File: src/rtl/eptc_pkg.sv
// package of constants and carrier types for the two-wire eeprom control block
package eptc_pkg;
    // clock rate and glitch filter
    localparam int unsigned CLK_PERIOD_NS    = 10;
    localparam int unsigned GLITCH_NS        = 130;
    // filter cycles: a pulse must outlast the glitch width to pass
    localparam int unsigned GLITCH_CYC       = (GLITCH_NS + CLK_PERIOD_NS - 1) / CLK_PERIOD_NS + 1;
    // initialization interval after power-on clear release
    localparam int unsigned INIT_CYC         = 1000;
    // frame layout
    localparam int unsigned ADDR_BITS        = 7;
    localparam int unsigned BYTE_BITS        = 8;
    localparam logic [6:0]  DEV_ADDR_DEFAULT = 7'h50; // arbitrary target address
    localparam logic [3:0]  BIT_CNT_ACK      = 4'h8;
    localparam logic [3:0]  BIT_CNT_RESET    = 4'h0;

    // bus decoder states, one-hot
    typedef enum logic [5:0] {
        EPTC_INIT  = 6'h01,
        EPTC_IDLE  = 6'h02,
        EPTC_ADDR  = 6'h04,
        EPTC_DATA  = 6'h08,
        EPTC_ACK   = 6'h10,
        EPTC_IGN   = 6'h20
    } eptc_state_t;

    // filtered bus levels
    typedef struct packed {
        logic scl;
        logic sda;
    } eptc_bus_t;

    // write commit request carried out of the block
    typedef struct packed {
        logic       valid;
        logic [7:0] count;
    } eptc_commit_t;
endpackage

File: src/rtl/eptc_filter.sv
// glitch filter for one serial input line
module eptc_filter #(
    parameter int unsigned FILT_CYC = eptc_pkg::GLITCH_CYC
) (
    // clock and reset
    input  wire logic ref_clk_in,
    input  wire logic rst_in,
    // raw and filtered line
    input  wire logic raw_in,
    output logic      filt_out
);
    typedef struct packed {
        logic       level;   // accepted level
        logic [7:0] cnt;     // cycles the raw level has differed
    } eptc_filt_state_t;

    eptc_filt_state_t s_q;
    eptc_filt_state_t s_d;

    // a level change is taken only after it stands FILT_CYC cycles in a row
    always_comb begin
        s_d = s_q;
        if (raw_in == s_q.level) begin
            s_d.cnt = 8'h00;
        end else if (s_q.cnt == 8'(FILT_CYC - 1)) begin
            s_d.level = raw_in;
            s_d.cnt   = 8'h00;
        end else begin
            s_d.cnt = s_q.cnt + 8'h01;
        end
    end

    // idle bus is high, so reset the level high
    always_ff @(posedge ref_clk_in) begin
        if (rst_in) begin
            s_q <= '{level: 1'b1, cnt: 8'h00};
        end else begin
            s_q <= s_d;
        end
    end

    assign filt_out = s_q.level;
endmodule

File: src/rtl/eptc_ctrl.sv
// two-wire eeprom target control: power-up gating, glitch filter, write commit, start cancel
//
// Function
// - ignore bus instructions during power-on initialization
// - enter idle standby after initialization completes
// - commit write only after byte ack then stop
// - start during command aborts and restarts decoding
// - filter pulses of 130 ns or shorter
// - address seven bits plus direction, acknowledged
module eptc_ctrl #(
    parameter int unsigned INIT_LEN = eptc_pkg::INIT_CYC,
    parameter logic [6:0]  DEV_ADDR = eptc_pkg::DEV_ADDR_DEFAULT
) (
    // clock and power-on clear
    input  wire logic ref_clk_in,
    input  wire logic rst_in,
    // serial bus pins, data is open drain
    input  wire logic scl_in,
    input  wire logic sda_in,
    output logic      sda_out,
    output logic      sda_oe_out,
    // status and write commit
    output logic      ready_out,
    output logic      rd_dir_out,
    output logic      commit_out,
    output logic [7:0] commit_cnt_out,
    output logic      cancel_out
);
    // filtered lines from the glitch filters
    // nothing below reads the raw pins; a raw edge could be taken for a start or stop
    // while the other line is still inside its filter window
    logic scl_f;
    logic sda_f;

    // complete block state; everything the decoder remembers lives here, so that one
    // always_comb builds the next copy and one always_ff registers it
    // the init counter is sixteen bits wide, which bounds the longest interval
    // that the INIT_LEN parameter can ask for
    typedef struct packed {
        eptc_pkg::eptc_state_t  st;        // decoder state
        logic [15:0]            init_cnt;  // initialization countdown
        eptc_pkg::eptc_bus_t    prev;      // filtered levels one cycle ago
        logic [3:0]             bit_cnt;   // bit position in current byte
        logic [7:0]             shreg;     // incoming byte
        logic                   rd_dir;    // direction flag of the frame
        logic                   is_addr;   // ack belongs to address byte
        logic                   ack_done;  // last event was a data byte ack
        logic [7:0]             nbytes;    // acknowledged data bytes
        logic                   sda_drv;   // pulling data low
        logic                   ready;     // standby reached
        eptc_pkg::eptc_commit_t commit;    // write commit pulse
        logic                   cancel;    // command cancel pulse
    } eptc_ctrl_regs_t;

    eptc_ctrl_regs_t s_q;  // registered state
    eptc_ctrl_regs_t s_d;  // next state

    // one filter per line
    // both lines use the same length, so clock and data keep their order after filtering;
    // a longer filter on one line would skew start and stop detection
    eptc_filter #(.FILT_CYC(eptc_pkg::GLITCH_CYC)) u_scl_filt (
        .ref_clk_in (ref_clk_in),
        .rst_in     (rst_in),
        .raw_in     (scl_in),
        .filt_out   (scl_f)
    );
    eptc_filter #(.FILT_CYC(eptc_pkg::GLITCH_CYC)) u_sda_filt (
        .ref_clk_in (ref_clk_in),
        .rst_in     (rst_in),
        .raw_in     (sda_in),
        .filt_out   (sda_f)
    );

    // bus events derived from filtered levels only
    // each event lasts one cycle, since prev always holds the filtered level of the cycle before
    // limitation: events are seen about fifteen cycles after the pins move, so a master
    // must keep data steady for longer than that after the clock falls
    // a start is data falling while clock stays high, a stop is data rising while clock stays high
    logic start_ev;
    logic stop_ev;
    logic scl_rise;
    logic scl_fall;
    assign start_ev = s_q.prev.scl & scl_f & s_q.prev.sda & ~sda_f;
    assign stop_ev  = s_q.prev.scl & scl_f & ~s_q.prev.sda & sda_f;
    assign scl_rise = ~s_q.prev.scl & scl_f;
    assign scl_fall = s_q.prev.scl & ~scl_f;

    // next-state logic
    // a write walks IDLE, ADDR, ACK, DATA, ACK, ... and ends at a stop; the commit pulse is
    // raised only when the stop follows a data byte ack with no whole clock pulse between
    // a start anywhere past INIT restarts at ADDR, which is also how a stuck frame is cleared
    // during INIT the events are still computed but nothing acts on them, so a frame that
    // straddles the end of the interval is simply never decoded
    // pulses are cleared by default here, so each stands exactly one cycle
    always_comb begin
        s_d             = s_q;
        s_d.prev        = '{scl: scl_f, sda: sda_f};
        s_d.commit      = '{valid: 1'b0, count: s_q.commit.count};
        s_d.cancel      = 1'b0;
        unique case (s_q.st)
            eptc_pkg::EPTC_INIT: begin
                // bus is not looked at until the interval expires
                // the count runs from the release of the power-on clear, so a pin that
                // toggles during the interval can never leave a half decoded command behind
                if (s_q.init_cnt == 16'h0000) begin
                    s_d.st    = eptc_pkg::EPTC_IDLE;
                    s_d.ready = 1'b1;
                end else begin
                    s_d.init_cnt = s_q.init_cnt - 16'h0001;
                end
            end
            // every state past the interval reacts to start and stop the same way; IGN
            // covers a foreign address and the read data phase, which lies outside this block
            // a read frame therefore never drives data here, only its address is acknowledged
            eptc_pkg::EPTC_IDLE,
            eptc_pkg::EPTC_ADDR,
            eptc_pkg::EPTC_DATA,
            eptc_pkg::EPTC_ACK,
            eptc_pkg::EPTC_IGN: begin
                if (start_ev) begin
                    // a start while busy drops the command; any state but IDLE counts as busy
                    // a start from idle is an ordinary frame opening, so no cancel pulse then
                    // the byte count is cleared too, so a cancelled write can never commit later
                    s_d.cancel   = (s_q.st != eptc_pkg::EPTC_IDLE);
                    s_d.st       = eptc_pkg::EPTC_ADDR;
                    s_d.bit_cnt  = eptc_pkg::BIT_CNT_RESET;
                    s_d.nbytes   = 8'h00;
                    s_d.ack_done = 1'b0;
                    s_d.sda_drv  = 1'b0;
                end else if (stop_ev) begin
                    // write only if a data byte ack was the very last event
                    // a stop after the address alone, or inside a byte, leaves memory untouched
                    // the count of the last commit is held on its output until the next one
                    if (s_q.ack_done && !s_q.rd_dir && s_q.nbytes != 8'h00) begin
                        s_d.commit = '{valid: 1'b1, count: s_q.nbytes};
                    end
                    s_d.st      = eptc_pkg::EPTC_IDLE;
                    s_d.sda_drv = 1'b0;
                end else if (s_q.st == eptc_pkg::EPTC_ADDR || s_q.st == eptc_pkg::EPTC_DATA) begin
                    if (scl_rise) begin
                        // shift on the rise; a rise alone is not yet a clocked bit, because the
                        // clock also rises just before a stop and that must not break the pairing
                        s_d.shreg   = {s_q.shreg[6:0], sda_f};
                        s_d.bit_cnt = s_q.bit_cnt + 4'h1;
                    end else if (scl_fall) begin
                        // a whole clock pulse after the ack breaks the stop-after-ack pairing
                        s_d.ack_done = 1'b0;
                        if (s_q.bit_cnt == eptc_pkg::BIT_CNT_ACK) begin
                            // eighth bit done: decide whether to acknowledge
                            s_d.is_addr = (s_q.st == eptc_pkg::EPTC_ADDR);
                            if (s_q.st == eptc_pkg::EPTC_ADDR) begin
                                // seven address bits then the direction flag
                                if (s_q.shreg[7:1] == DEV_ADDR) begin
                                    s_d.rd_dir  = s_q.shreg[0];
                                    s_d.sda_drv = 1'b1;
                                    s_d.st      = eptc_pkg::EPTC_ACK;
                                end else begin
                                    // another target is addressed: stay silent until start or stop
                                    s_d.st = eptc_pkg::EPTC_IGN;
                                end
                            end else begin
                                // every received data byte is acknowledged
                                s_d.sda_drv = 1'b1;
                                s_d.st      = eptc_pkg::EPTC_ACK;
                            end
                        end
                    end
                end else if (s_q.st == eptc_pkg::EPTC_ACK) begin
                    // release data after the ack clock falls
                    // releasing on the filtered fall leaves the line low well past the clock edge
                    if (scl_fall) begin
                        s_d.sda_drv = 1'b0;
                        s_d.bit_cnt = eptc_pkg::BIT_CNT_RESET;
                        // read data path lies outside this block, so reads go quiet
                        s_d.st      = s_q.rd_dir ? eptc_pkg::EPTC_IGN : eptc_pkg::EPTC_DATA;
                        if (!s_q.is_addr) begin
                            s_d.nbytes   = s_q.nbytes + 8'h01;
                            s_d.ack_done = 1'b1;
                        end
                    end
                end
            end
        endcase
    end

    // state register; power-on clear loads the interval
    // the reset is synchronous, so the clear must stand for at least one clock edge
    // prev resets to the idle high levels, so no false start or stop follows reset
    // every field is given a constant here; nothing from the bus leaks into reset
    always_ff @(posedge ref_clk_in) begin
        if (rst_in) begin
            s_q.st       <= eptc_pkg::EPTC_INIT;
            s_q.init_cnt <= 16'(INIT_LEN);
            s_q.prev     <= '{scl: 1'b1, sda: 1'b1};
            s_q.bit_cnt  <= eptc_pkg::BIT_CNT_RESET;
            s_q.shreg    <= 8'h00;
            s_q.rd_dir   <= 1'b0;
            s_q.is_addr  <= 1'b0;
            s_q.ack_done <= 1'b0;
            s_q.nbytes   <= 8'h00;
            s_q.sda_drv  <= 1'b0;
            s_q.ready    <= 1'b0;
            s_q.commit   <= '{valid: 1'b0, count: 8'h00};
            s_q.cancel   <= 1'b0;
        end else begin
            s_q <= s_d;
        end
    end

    // outputs straight from the state register
    // data is open drain: only the enable moves, the level driven is always low
    // the enable is high while the block pulls the line down for an acknowledge
    assign sda_out        = 1'b0;
    assign sda_oe_out     = s_q.sda_drv;
    assign ready_out      = s_q.ready;
    assign rd_dir_out     = s_q.rd_dir;
    assign commit_out     = s_q.commit.valid;
    assign commit_cnt_out = s_q.commit.count;
    assign cancel_out     = s_q.cancel;
endmodule

File: config.mk
export PLATFORM = sky130hd
export DESIGN_NAME = eptc_ctrl
export DESIGN_NICKNAME = d
export VERILOG_FILES = /design/src/rtl/eptc_pkg.sv /design/src/rtl/eptc_filter.sv /design/src/rtl/eptc_ctrl.sv
export SDC_FILE = /design/constraint.sdc
export NUM_CORES = 1
export LEC_CHECK = 0
export ABC_AREA = 1
export BUFFER_PORTS_ARGS = -buffer_cell sky130_fd_sc_hd__buf_4
export CORE_UTILIZATION = 51
export DETAILED_ROUTE_END_ITERATION = 7
export PLACE_DENSITY = 0.68
export SYNTH_ARGS = -nofsm -noshare
export SYNTH_HDL_FRONTEND = slang
export SYNTH_SLANG_ARGS = --single-unit
File: constraint.sdc
create_clock -name ref_clk_in -period 2.38 [get_ports ref_clk_in]
set_clock_uncertainty 0.1 [all_clocks]
set_input_delay 0.476 -clock ref_clk_in [delete_from_list [all_inputs] [get_ports ref_clk_in]]
set_output_delay 0.476 -clock ref_clk_in [all_outputs]
set_load 0.01 [all_outputs]
==> key figures, run 1 <==
Synthesis
  – Commonest register cell after synthesis: sky130_fd_sc_hd__dfxtp_1
  – Mux contribution to synthesized area: 0%
  – Simple-gate share of the synthesized area: a little over a third
  – Post-synthesis sequential element count: slightly below 80
  – Largest area contributor in the synthesized netlist: sky130_fd_sc_hd__dfxtp_1
  – Number of warnings issued by yosys: 0
  – Dominant cells by area after synthesis: sky130_fd_sc_hd__dfxtp_1 39%, sky130_fd_sc_hd__nand2_1 11%, sky130_fd_sc_hd__nor2_1 8.5%
  – Part of the Yosys area used for sequential elements: 38.58%
  – Number of enable-type register cells in the synthesized netlist: 0
  – Adder-cell share of the synthesized area: approximately 3.1%
  – Compound-gate portion of the synthesized area: 9.396%
  – Share of Yosys cell area claimed by the top area cell type: 38.58%
  – Number of nets produced by synthesis: ~600
  – Commonest cells post-synth: 119 x sky130_fd_sc_hd__nand2_1, 91 x sky130_fd_sc_hd__nor2_1, 77 x sky130_fd_sc_hd__dfxtp_1
  – Cell with the most instances after synthesis: sky130_fd_sc_hd__nand2_1
  – Async set-reset flop share out of synthesis: 0%
  – Area of the mapped netlist: roughly 0.0040 mm2
  – Cells after synthesis: 570
  – Number of distinct library cells after synthesis: 37
  – Area share of xor/xnor cells in the synthesized design: around 3.1%
  – Combinational family with the most area after synthesis: simple AND/OR/NAND/NOR gates
  – Post-Synthesis Mean Instance Area: roughly 7.0 um2

Cells and area
  – Number of nets in the layout: 590
  – Post-layout utilization of the core: 57.88%
  – Post-layout instance area: approximately 0.0043 mm2
  – Inserted Diodes: 0
  – Number of fill cells in the layout: slightly above 700
  – Synth-to-Final Area Change: 7.328%
  – Proportion of layout cells with a drive suffix above 1: between 10% and 20%

Routing
  – DR pass1 iterations: 4
  – WL/cell: 11.26 um
  – Number of remaining DRC errors: 0
  – Vias per Instance: between 5 and 6
  – WL final: 7644 um
  – Remaining antenna violation count after routing: 0
  – Drt first-iter violations: roughly 200
  – Via count: roughly 3400

Floorplanning
  – Horizontal die dimension: 90.51 um
  – Starting utilization of the core area: a little over half
  – Rows: 31
  – Number of top-level pins: 18
  – Die Area: between 0.008 and 0.009 mm2
  – Placeable core region: approximately 0.0074 mm2
  – Chip Height: 90.51 um

Setup path
  – Crit path kind: reg -> reg
  – Crit-path max FO: 12
  – Data required time at the worst endpoint: between 2000 and 3000 ps
  – Crit-path cells: inv_1 > ha_1 > nand3_1 > nor2_1 > nand2_1 > nand2_2 > nor2_2 > nand3_1 > nand2_1 > nand3b_1
  – Critical Path End Type: flop
  – Worst path max stage delay: between 300 and 400 ps
  – Standard cell with the maximum stage delay on the critical path: sky130_fd_sc_hd__dfxtp_1
  – Arrival time worst endpoint: 1970 ps
  – Launching element type of the critical path: flop

Pwr
  – Switching Fraction: between 20% and 30%
  – Reported net switching power: around 0.54 mW
  – Highest ir drop seen on vdd: 0.0004142 V
  – Combinational cell fraction of total power: ~4.2%
  – Clock network fraction of design power: between 40% and 50%
  – Sequential power share: a little under three fifths
  – Power density over cell area: about 550 mW/mm2
  – Leakage power total: 1.805 nW
  – Cell internal power dissipation: approximately 1.8 mW

Min path
  – Worst hold path class: in -> reg

Flow run
  – Max_cap viols: 0

Global routing
  – Vias in the first global route: 3201
  – Overflow left after global routing: 0
  – Overall Global Routing Usage: slightly above 20%
  – Pin count of the biggest net entering global routing: 39
  – Number of antenna violations at the first check in global routing: 0
  – Wire length of the first global-routing pass: about 14000 um

STA
  – FMAX: roughly 540 MHz
  – Number of failing setup endpoints in the final timing report: 0
  – Setup repair after global routing missed its margin: false
  – Final hold violations: 0
  – Pins over their slew limit: 0
  – Final setup TNS: 0 ps
  – Final worst path period share: between 70% and 80%
  – Post-layout min period: approximately 1900 ps

Placement
  – Estimated wirelength of the detail-placed design: 5473 um
  – Number of port buffers: 16
  – Routability cong.: between 0.8 and 0.9
  – Cell area after placement: 0.004098 mm2

CTS
  – Root buffer selected by CTS: sky130_fd_sc_hd__clkbuf_8
  – Clk Latency, worst-skew pair: roughly 350 ps
  – Number of hold-repair buffers added at the cts stage: 0
  – Count of H-tree levels built during CTS: 3
  – Reg clk slew, reported paths: about 70 ps
  – Buffer depth of the longest clock path: 2
  – Sinks on Clock Net: 77
  – Post-CTS setup-driven buffer insertion count: 0
  – Number of gates given a new drive strength after cts: 0
  – Clock buffers created by TritonCTS: 9
  – TritonCTS clock tree: done

Run status
  – Status: completed
worst max-delay path, delay by kind of cell, from the launching register on:
family	cells	cell delay, ps
and+or+nand+nor	8	950
DFF	1	360
adders and majority gates	1	210
buffers and inverters	1	100
logic make-up (layout without fill, tap and decap cells):
group	after synthesis	in the layout
flip-flops	77	77
AO/OA/AOI/OAI	72	72
buffers and inverters	86	96
XOR/XNOR	14	14
adder cells (fa/ha/maj)	10	10
AND/OR/NAND/NOR	310	310
other	1	1
power by group through the flow:
stage / logic, mW / clock network [mW] / registers, mW
floorplan: 0.0794 / 0 / 1.34
global placement: 0.0986 / 0 / 1.35
detailed placement: 0.101 / 0 / 1.35
CTS: 0.101 / 0.986 / 1.32
global route: 0.118 / 1.04 / 1.32
finish: 0.101 / 0.960 / 1.32
state kept, by name (all words and copies together) (netlist names):
signal and cells:
sda_oe_out 1, s_q 46, ready_out 1, u_sda_filt.s_q 8
commit_cnt_out 8, commit_out 1, u_sda_filt.filt_out 1, rd_dir_out 1
u_scl_filt.filt_out 1, cancel_out 1, u_scl_filt.s_q 8
layout by cell type (no fill, tap or decap), types with 5 or more instances in the layout:
cell,instances
sky130_fd_sc_hd__ha_1,10
sky130_fd_sc_hd__nor2_2,5
sky130_fd_sc_hd__buf_4,17
sky130_fd_sc_hd__o21ai_0,21
sky130_fd_sc_hd__nand2_1,119
sky130_fd_sc_hd__nand4_1,9
sky130_fd_sc_hd__inv_2,6
sky130_fd_sc_hd__a21oi_1,45
sky130_fd_sc_hd__clkbuf_8,10
sky130_fd_sc_hd__nor3_1,10
sky130_fd_sc_hd__nand3_1,47
sky130_fd_sc_hd__inv_1,57
sky130_fd_sc_hd__xor2_1,13
sky130_fd_sc_hd__nor2_1,91
sky130_fd_sc_hd__nand2_2,5
sky130_fd_sc_hd__dfxtp_1,77
stage by stage:
| step | total power [mW] | hold slack, ps | setup WS (ps) | std cells |
|---|---|---|---|---|
| after detailed placement | 1.446 | 351.9 | 537.5 | 664 |
| after floorplan | 1.422 | 330.4 | 791.5 | 570 |
| after global routing | 2.477 | 268.9 | 296.5 | 679 |
| final | 2.376 | 258.4 | 529.2 | 679 |
| after global placement | 1.444 | 341.7 | 576.4 | 664 |
| after CTS | 2.403 | 250.0 | 522.3 | 679 |
final timing paths:
path / start / end / slack, ps / cells past startpoint
hold reg to reg: s_q[30] / s_q[30] / 360 / 2
hold / removal: sda_in / u_sda_filt.filt_out / 260 / 3
setup reg to reg: s_q[37] / s_q[45] / 530 / 10
setup / recovery: s_q[37] / s_q[45] / 530 / 10
layout make-up:
| type | instances | area [um2] | area share [%] |
|---|---|---|---|
| Multi-Input combinational cell | 407 | 2062 | 48.09 |
| Clock inverter | 4 | 48.80 | 1.138 |
| Clock buffer | 11 | 141.4 | 3.297 |
| Sequential cell | 77 | 1541 | 35.95 |
| Inverter | 64 | 242.7 | 5.661 |
| Tap cell | 99 | 123.9 | 2.889 |
| Timing Repair Buffer | 17 | 127.6 | 2.976 |
per-layer routing:
| metal | vias up | track usage, % | wire, um |
|---|---|---|---|
| met5 | - | 0 | 0 |
| met4 | 0 | 7.796 | 144 |
| met3 | 12 | 5.556 | 245 |
| met2 | 43 | 35.92 | 3694 |
| met1 | 1554 | 22.85 | 3559 |
| li1 | 1826 | - | - |
Note: power is estimated with default switching activity, not from simulation.
==> inputs of run 2 (changes only) <==
--- a/config.mk
+++ b/config.mk
@@ -5,7 +5,7 @@
 export SDC_FILE = /design/constraint.sdc
 export NUM_CORES = 1
 export LEC_CHECK = 0
-export ABC_AREA = 1
+export ABC_AREA = 0
 export BUFFER_PORTS_ARGS = -buffer_cell sky130_fd_sc_hd__buf_4
 export CORE_UTILIZATION = 51
 export DETAILED_ROUTE_END_ITERATION = 7
==> constraint.sdc (replaced) <==
create_clock -name ref_clk_in -period 1.8 [get_ports ref_clk_in]
set_clock_uncertainty 0.1 [all_clocks]
set_input_delay 0.36 -clock ref_clk_in [delete_from_list [all_inputs] [get_ports ref_clk_in]]
set_output_delay 0.36 -clock ref_clk_in [all_outputs]
set_load 0.01 [all_outputs]
==> run 2 against run 1 <==
Compared with the run above:
- the run now ends with negative setup slack left
- cell area grew 23%
- clock-buffer cell count grew 2
- wire length grew 22%
- register-to-register slack worse by 800 ps
- clock power up 64%
- critical path depth shrank 2
- die area down 6.8%
- sequential cell count is the same
- global-route usage rose by 5.1 points
- sequential share of layout area is 6.2 points lower
- hold slack lost 130 ps
- critical path type unchanged
- largest cell class unchanged
==> key figures, run 2 <==
Setup path
  – Worst path depth: 8
  – Critical Path End Type: flop
  – Arrival time worst endpoint: 2210 ps
  – Crit path kind: reg -> reg
  – Standard cell with the maximum stage delay on the critical path: sky130_fd_sc_hd__or3b_4
  – Reg2reg setup slack: -270 ps
  – Endpoint of the worst register-to-register path: s_q[43]
  – Critical path's top delay family: simple AND/OR/NAND/NOR gates
  – Data required time at the worst endpoint: a little under 2000 ps
  – Start point of the critical path: s_q[57]
  – Bufs and invs on worst path: 3
  – R2R depth: 8
  – Beginning of the worst register-to-register path: s_q[57]
  – Crit-path cells: buf_6 > nor2_4 > buf_6 > and4b_2 > nand4_1 > buf_4 > o21ai_1 > or3b_4
  – Launching element type of the critical path: flop
  – Worst path max stage delay: 370 ps
  – Most common cell on crit path: sky130_fd_sc_hd__buf_6
  – Crit-path max FO: 4

Global routing
  – Wire length of the first global-routing pass: roughly 15000 um
  – Vias in the first global route: between 3000 and 4000
  – Overall Global Routing Usage: about 25%
  – Number of antenna violations at the first check in global routing: 0
  – Pin count of the biggest net entering global routing: 45
  – Overflow left after global routing: 0

CTS
  – Clock buffers created by TritonCTS: 9
  – TritonCTS clock tree: done
  – Clk Latency, worst-skew pair: roughly 350 ps
  – Buffer depth of the longest clock path: 2
  – Sinks on Clock Net: 77
  – Count of H-tree levels built during CTS: 3
  – Reg clk slew, reported paths: approximately 80 ps
  – Root buffer selected by CTS: sky130_fd_sc_hd__clkbuf_8

Pwr
  – Leakage power total: roughly 2.0 nW
  – Power density over cell area: between 800 and 900 mW/mm2
  – Highest ir drop seen on vdd: ~0.00054 V

Min path
  – Worst hold path class: in -> reg
  – Worst hold stages: 2
  – WHS Endpoint: u_sda_filt.filt_out
  – Hold Path Origin: sda_in

Synthesis
  – Cells after synthesis: around 420
  – Number of warnings issued by yosys: 0
  – Number of nets produced by synthesis: around 430
  – Number of enable-type register cells in the synthesized netlist: 0
  – Part of the Yosys area used for sequential elements: about two fifths
  – Cell with the most instances after synthesis: sky130_fd_sc_hd__dfxtp_1
  – Commonest cells post-synth: 77 x sky130_fd_sc_hd__dfxtp_1, 54 x sky130_fd_sc_hd__nor2_1, 32 x sky130_fd_sc_hd__nand2_1
  – Async set-reset flop share out of synthesis: 0%
  – Commonest register cell after synthesis: sky130_fd_sc_hd__dfxtp_1
  – Largest area contributor in the synthesized netlist: sky130_fd_sc_hd__dfxtp_1
  – Post-Synthesis Mean Instance Area: approximately 8.9 um2
  – Dominant cells by area after synthesis: sky130_fd_sc_hd__dfxtp_1 41%, sky130_fd_sc_hd__nor2_1 5.5%, sky130_fd_sc_hd__xor2_1 4.5%
  – Share of Yosys cell area claimed by the top area cell type: between 40% and 50%
  – Number of distinct library cells after synthesis: a little over 60
  – Post-synthesis sequential element count: 77
  – Area of the mapped netlist: approximately 0.0037 mm2

STA
  – Final worst path period share: 115.1%
  – Worst setup slack after layout: -271.1 ps
  – Number of failing setup endpoints in the final timing report: 48
  – FMAX: 482.8 MHz
  – Post-layout min period: between 2000 and 2500 ps
  – Final hold violations: 0
  – Setup repair after global routing missed its margin: true
  – Pins over their slew limit: 0
  – Worst Hold Slack: around 130 ps
  – Final setup TNS: -6719 ps

Floorplanning
  – Chip Height: between 80 and 90 um
  – Die Area: 0.007634 mm2
  – Starting utilization of the core area: a little over half
  – Number of top-level pins: 18
  – Rows: 30
  – Horizontal die dimension: 87.38 um
  – Placeable core region: just under 0.007 mm2

Cells and area
  – Register bank with the most flops: s_q
  – Number of nets in the layout: 529
  – Largest register FFs: between 40 and 50
  – Leading cell type in the layout, fill and taps excluded: sky130_fd_sc_hd__buf_4
  – Final non-filler cell total: roughly 620
  – Proportion of layout cells with a drive suffix above 1: 41.73%
  – Synth-to-Final Area Change: 42.01%
  – Most used cells in the layout excluding fill and tap cells: 100 x sky130_fd_sc_hd__buf_4, 63 x sky130_fd_sc_hd__dfxtp_1, 49 x sky130_fd_sc_hd__nor2_1, 29 x sky130_fd_sc_hd__nand2_1
  – Inserted Diodes: 0

Routing
  – Remaining antenna violation count after routing: 0
  – Vias per Instance: 5.364
  – WL/cell: 15.13 um
  – Via count: approximately 3300
  – Drt first-iter violations: 134
  – WL final: ~9300 um
  – Number of remaining DRC errors: 0
  – DR pass1 iterations: 4

Run status
  – Violations in the final reports: negative setup slack
  – Status: complete, but fails checks

Placement
  – Number of port buffers: 16
  – Routability cong.: about 0.85
  – Estimated wirelength of the detail-placed design: approximately 5600 um
  – Number of placed instances with taps included: 579

Flow run
  – Max_cap viols: 0
==> run 2: logic make-up (layout without fill, tap and decap cells) <==
logic type      count (synthesis)  after routing  share of synthesized area [%]
compound gates                 60             60                          11.21
xor+xnor                       34             34                          8.011
fa+ha+maj                      10             10                          3.366
buf+inv                        39            142                          5.789
flops                          77             77                          41.47
mux                             9              9                          2.424
other cells                     1              1                         0.1009
simple gates                  187            187                          27.63
==> run 2: stage by stage <==
stage / worst slack (ps) / utilization [%] / power [mW] / area (um2)
after floorplan: -135.8 / - / 2.216 / 3847
after CTS: -179.1 / 73.82 / 4.096 / 5099
final: -271.1 / 76.43 / 4.249 / 5279
after detailed placement: -570.1 / 64.86 / 2.438 / 4479
after global routing: -327.1 / 76.43 / 4.415 / 5279
after global placement: -566.4 / 64.86 / 2.422 / 4479
==> run 2: repair_timing <==
action | CTS | global route
hold buffers | 0 | 0
setup buffers | 15 | 8
pin swaps | 29 | 22
endpoints found under the setup margin | 58 | 62
resized for setup | 61 | 29
==> run 2: final cells by class <==
class / count / area [um2]
multi-input combinational: 301 / 2367
fill: 477 / 1628
sequential: 77 / 1569
timing repair buffer: 115 / 937.1
clock buffer: 13 / 178.9
tap: 96 / 120.1
clock inverter: 3 / 65.06
inverter: 11 / 41.29
==> run 2: layer usage <==
metal,global-route usage (%),wire length (um),vias up,part of all wire [%]
met5,0,0,-,0
met4,11.18,197,0,2.1
met3,3.602,272,15,2.9
met2,42.83,4724,61,51
met1,32.02,4124,1590,44
li1,-,-,1638,-
==> run 2: report_power, final <==
group	internal, mW	total, mW	switching [mW]
combinational	0.428	0.858	0.430
clock	0.931	1.57	0.639
sequential	1.76	1.82	0.0565
total	3.12	4.25	1.12
==> run 2: worst max-delay path by stage <==
| stage | to | slack (ps) |
|---|---|---|
| global placement | commit_cnt_out[0] | -570 |
| global route | s_q[43] | -330 |
| finish | s_q[43] | -270 |
| CTS | s_q[23] | -180 |
| detailed placement | commit_cnt_out[2] | -570 |
| floorplan | s_q[57] | -140 |
==> inputs of run 3 (changes only) <==
==> constraint.sdc (replaced) <==
create_clock -name ref_clk_in -period 2.6 [get_ports ref_clk_in]
set_clock_uncertainty 0.1 [all_clocks]
set_input_delay 0.52 -clock ref_clk_in [delete_from_list [all_inputs] [get_ports ref_clk_in]]
set_output_delay 0.52 -clock ref_clk_in [all_outputs]
set_load 0.01 [all_outputs]
==> run 3 against run 2 <==
Compared with the run above:
- the run now ends clean
- utilization decreased by 18 points
- hold slack improved by 150 ps
- combinational power fell by 70%
- sequential cell count did not move
- non-clock buffer count shrank 92
- maximum frequency is 10% lower
- setup slack better by 560 ps
- global-route usage decreased by 5.5 points
- sequential power decreased by 30%
- via count shrank 14%
- first-iteration DRC count down 22%
- clock power is 43% lower
==> key figures, run 3 (synthesized netlist as in run 2, its figures left out) <==
Run status
  – Status: completed

Routing
  – Via count: between 2000 and 3000
  – Remaining antenna violation count after routing: 0
  – WL/cell: ~13 um
  – WL final: roughly 6700 um
  – Number of remaining DRC errors: 0
  – Vias per Instance: approximately 5.4
  – Drt first-iter violations: ~100
  – DR pass1 iterations: 4

Setup path
  – Bufs and invs on worst path: 1
  – Reg2reg setup slack: approximately 290 ps
  – Launching element type of the critical path: flop
  – Crit path kind: reg -> reg
  – Worst path max stage delay: around 370 ps
  – Endpoint of the worst register-to-register path: s_q[57]
  – Critical Path End Type: flop
  – Data required time at the worst endpoint: between 2000 and 3000 ps
  – Beginning of the worst register-to-register path: s_q[37]
  – Standard cell with the maximum stage delay on the critical path: sky130_fd_sc_hd__and2_0
  – Crit-path max FO: 7
  – R2R depth: 8
  – Critical path's top delay family: simple AND/OR/NAND/NOR gates
  – Crit-path cells: inv_1 > ha_1 > nor4b_1 > nand4_1 > and2_0 > a211oi_4 > mux2i_1 > nor2_1
  – Arrival time worst endpoint: between 2000 and 2500 ps

CTS
  – Sinks on Clock Net: 77
  – Reg clk slew, reported paths: about 80 ps
  – Clock buffers created by TritonCTS: 9
  – Clk Latency, worst-skew pair: 350 ps
  – Post-CTS setup-driven buffer insertion count: 0
  – Root buffer selected by CTS: sky130_fd_sc_hd__clkbuf_8
  – Count of H-tree levels built during CTS: 3
  – Buffer depth of the longest clock path: 2
  – Number of hold-repair buffers added at the cts stage: 0
  – TritonCTS clock tree: done
  – Number of gates given a new drive strength after cts: 0

STA
  – Post-layout min period: 2312 ps
  – Final setup TNS: 0 ps
  – Max-slew headroom at the worst pin: between 50 and 60%
  – Pins over their slew limit: 0
  – Slew at the pin closest to its max-slew limit: 614.0 ps
  – Final worst path period share: between 80% and 90%
  – FMAX: between 400 and 500 MHz
  – Setup repair after global routing missed its margin: false
  – Number of failing setup endpoints in the final timing report: 0
  – Final hold violations: 0

Floorplanning
  – Chip Height: just under 90 um
  – Number of top-level pins: 18
  – Die Area: between 0.007 and 0.008 mm2
  – Horizontal die dimension: 87.38 um
  – Rows: 30
  – Starting utilization of the core area: between 50% and 60%
  – Placeable core region: 0.006907 mm2

Global routing
  – Met3 usage: under 10%
  – Vias in the first global route: around 2600
  – Pin count of the biggest net entering global routing: 60
  – Overflow left after global routing: 0
  – Wire length of the first global-routing pass: between 10000 and 15000 um
  – GRT met2 Usage: 32.03%
  – Global-route layer with the greatest usage: met2
  – GRT met1 Usage: between 20% and 30%
  – Overall Global Routing Usage: 19.79%
  – Number of antenna violations at the first check in global routing: 0

Cells and area
  – Area of all sequential standard cells: around 0.0015 mm2
  – Number of fill cells in the layout: around 660
  – Leading cell type in the layout, fill and taps excluded: sky130_fd_sc_hd__dfxtp_1
  – Synth-to-Final Area Change: 8.549%
  – Inserted Diodes: 0
  – Largest register FFs: between 40 and 50
  – Register bank with the most flops: s_q
  – Multi-input logic area: around 0.0020 mm2
  – Most used cells in the layout excluding fill and tap cells: 77 x sky130_fd_sc_hd__dfxtp_1, 54 x sky130_fd_sc_hd__nor2_1, 32 x sky130_fd_sc_hd__nand2_1, 23 x sky130_fd_sc_hd__buf_4, 22 x sky130_fd_sc_hd__a21oi_1
  – Number of nets in the layout: roughly 440
  – Post-layout instance area: between 0.004 and 0.005 mm2
  – Proportion of layout cells with a drive suffix above 1: a little over an eighth

Flow run
  – Max_cap viols: 0

Placement
  – Number of port buffers: 16
  – Cell area after placement: 0.003836 mm2
  – Estimated wirelength of the detail-placed design: 4758 um
  – Routability cong.: between 0.8 and 0.9

Pwr
  – Leakage power total: roughly 1.4 nW
  – Power density over cell area: 603.2 mW/mm2
  – Clock network fraction of design power: 37.0%
  – Switching Fraction: approximately a quarter
  – Sequential power share: 52.3%
  – Highest ir drop seen on vdd: about 0.00028 V
  – Combinational cell fraction of total power: between 10% and 20%
  – Reported net switching power: roughly 0.62 mW
  – Design Power: 2.434 mW
  – Cell internal power dissipation: about 1.8 mW

Min path
  – Hold Path Origin: scl_in
  – WHS Endpoint: u_scl_filt.filt_out
  – Worst hold path class: in -> reg
  – Worst hold stages: 2
## run 3: cell types whose count changed in the layout (fill, tap and decap cells not counted), moves of 6 or more
| cell | before | now |
|---|---|---|
| sky130_fd_sc_hd__nor3_1 | 5 | 11 |
| sky130_fd_sc_hd__buf_6 | 13 | 0 |
| sky130_fd_sc_hd__buf_4 | 100 | 23 |
| sky130_fd_sc_hd__dfxtp_1 | 63 | 77 |
| sky130_fd_sc_hd__nor4_4 | 7 | 0 |
| sky130_fd_sc_hd__dfxtp_2 | 10 | 0 |
## run 3: power by group through the flow
stage | registers (mW) | logic (mW) | clock network [mW]
2_1_floorplan | 1.28 | 0.226 | 0
3_3_place_gp | 1.30 | 0.257 | 0
3_5_place_dp | 1.30 | 0.258 | 0
4_1_cts | 1.27 | 0.261 | 0.928
5_1_grt | 1.28 | 0.295 | 0.985
6_report | 1.27 | 0.260 | 0.900
## run 3: through the flow
step	cells	setup slack [ps]	util, %	hold slack, ps
CTS	523	281.6	58.42	269.1
global route	523	75.47	58.42	274.2
global placement	508	314.9	55.54	354.7
detailed placement	508	315.1	55.54	359.6
floorplan	417	616.3	-	340.1
finish	523	288.2	58.42	280.0
## run 3: how the worst max path moves through the flow
| stage | end | slack [ps] | cells past startpoint | startpoint |
|---|---|---|---|---|
| CTS | s_q[57] | 280 | 8 | s_q[37] |
| detailed placement | s_q[57] | 320 | 8 | s_q[37] |
| finish | s_q[57] | 290 | 8 | s_q[37] |
| floorplan | commit_cnt_out[0] | 620 | 8 | s_q[12] |
| global route | s_q[58] | 80 | 8 | s_q[37] |
| global placement | s_q[57] | 310 | 8 | s_q[37] |
## run 3: routing by layer
layer,up-vias,share of wire [%]
li1,1453,-
met1,1303,48
met2,58,46
met3,14,4.4
met4,0,2.0
met5,-,0
## run 3: layout make-up
class,instances,share of cell area [%]
Clock buffer,11,3.752
Clock inverter,4,1.178
Inverter,11,1.023
Multi-Input combinational cell,301,48.59
Sequential cell,77,38.20
Tap cell,96,2.977
Timing Repair Buffer,23,4.279
## run 3: worst register-to-register path: cells and delay by family (launching register included)
kind | cells | cell delay (ps)
and+or+nand+nor | 4 | 940
adders and majority gates | 1 | 150
DFF | 1 | 350
AOI/OAI and AO/OA | 1 | 350
buffers and inverters | 1 | 90
muxes | 1 | 230
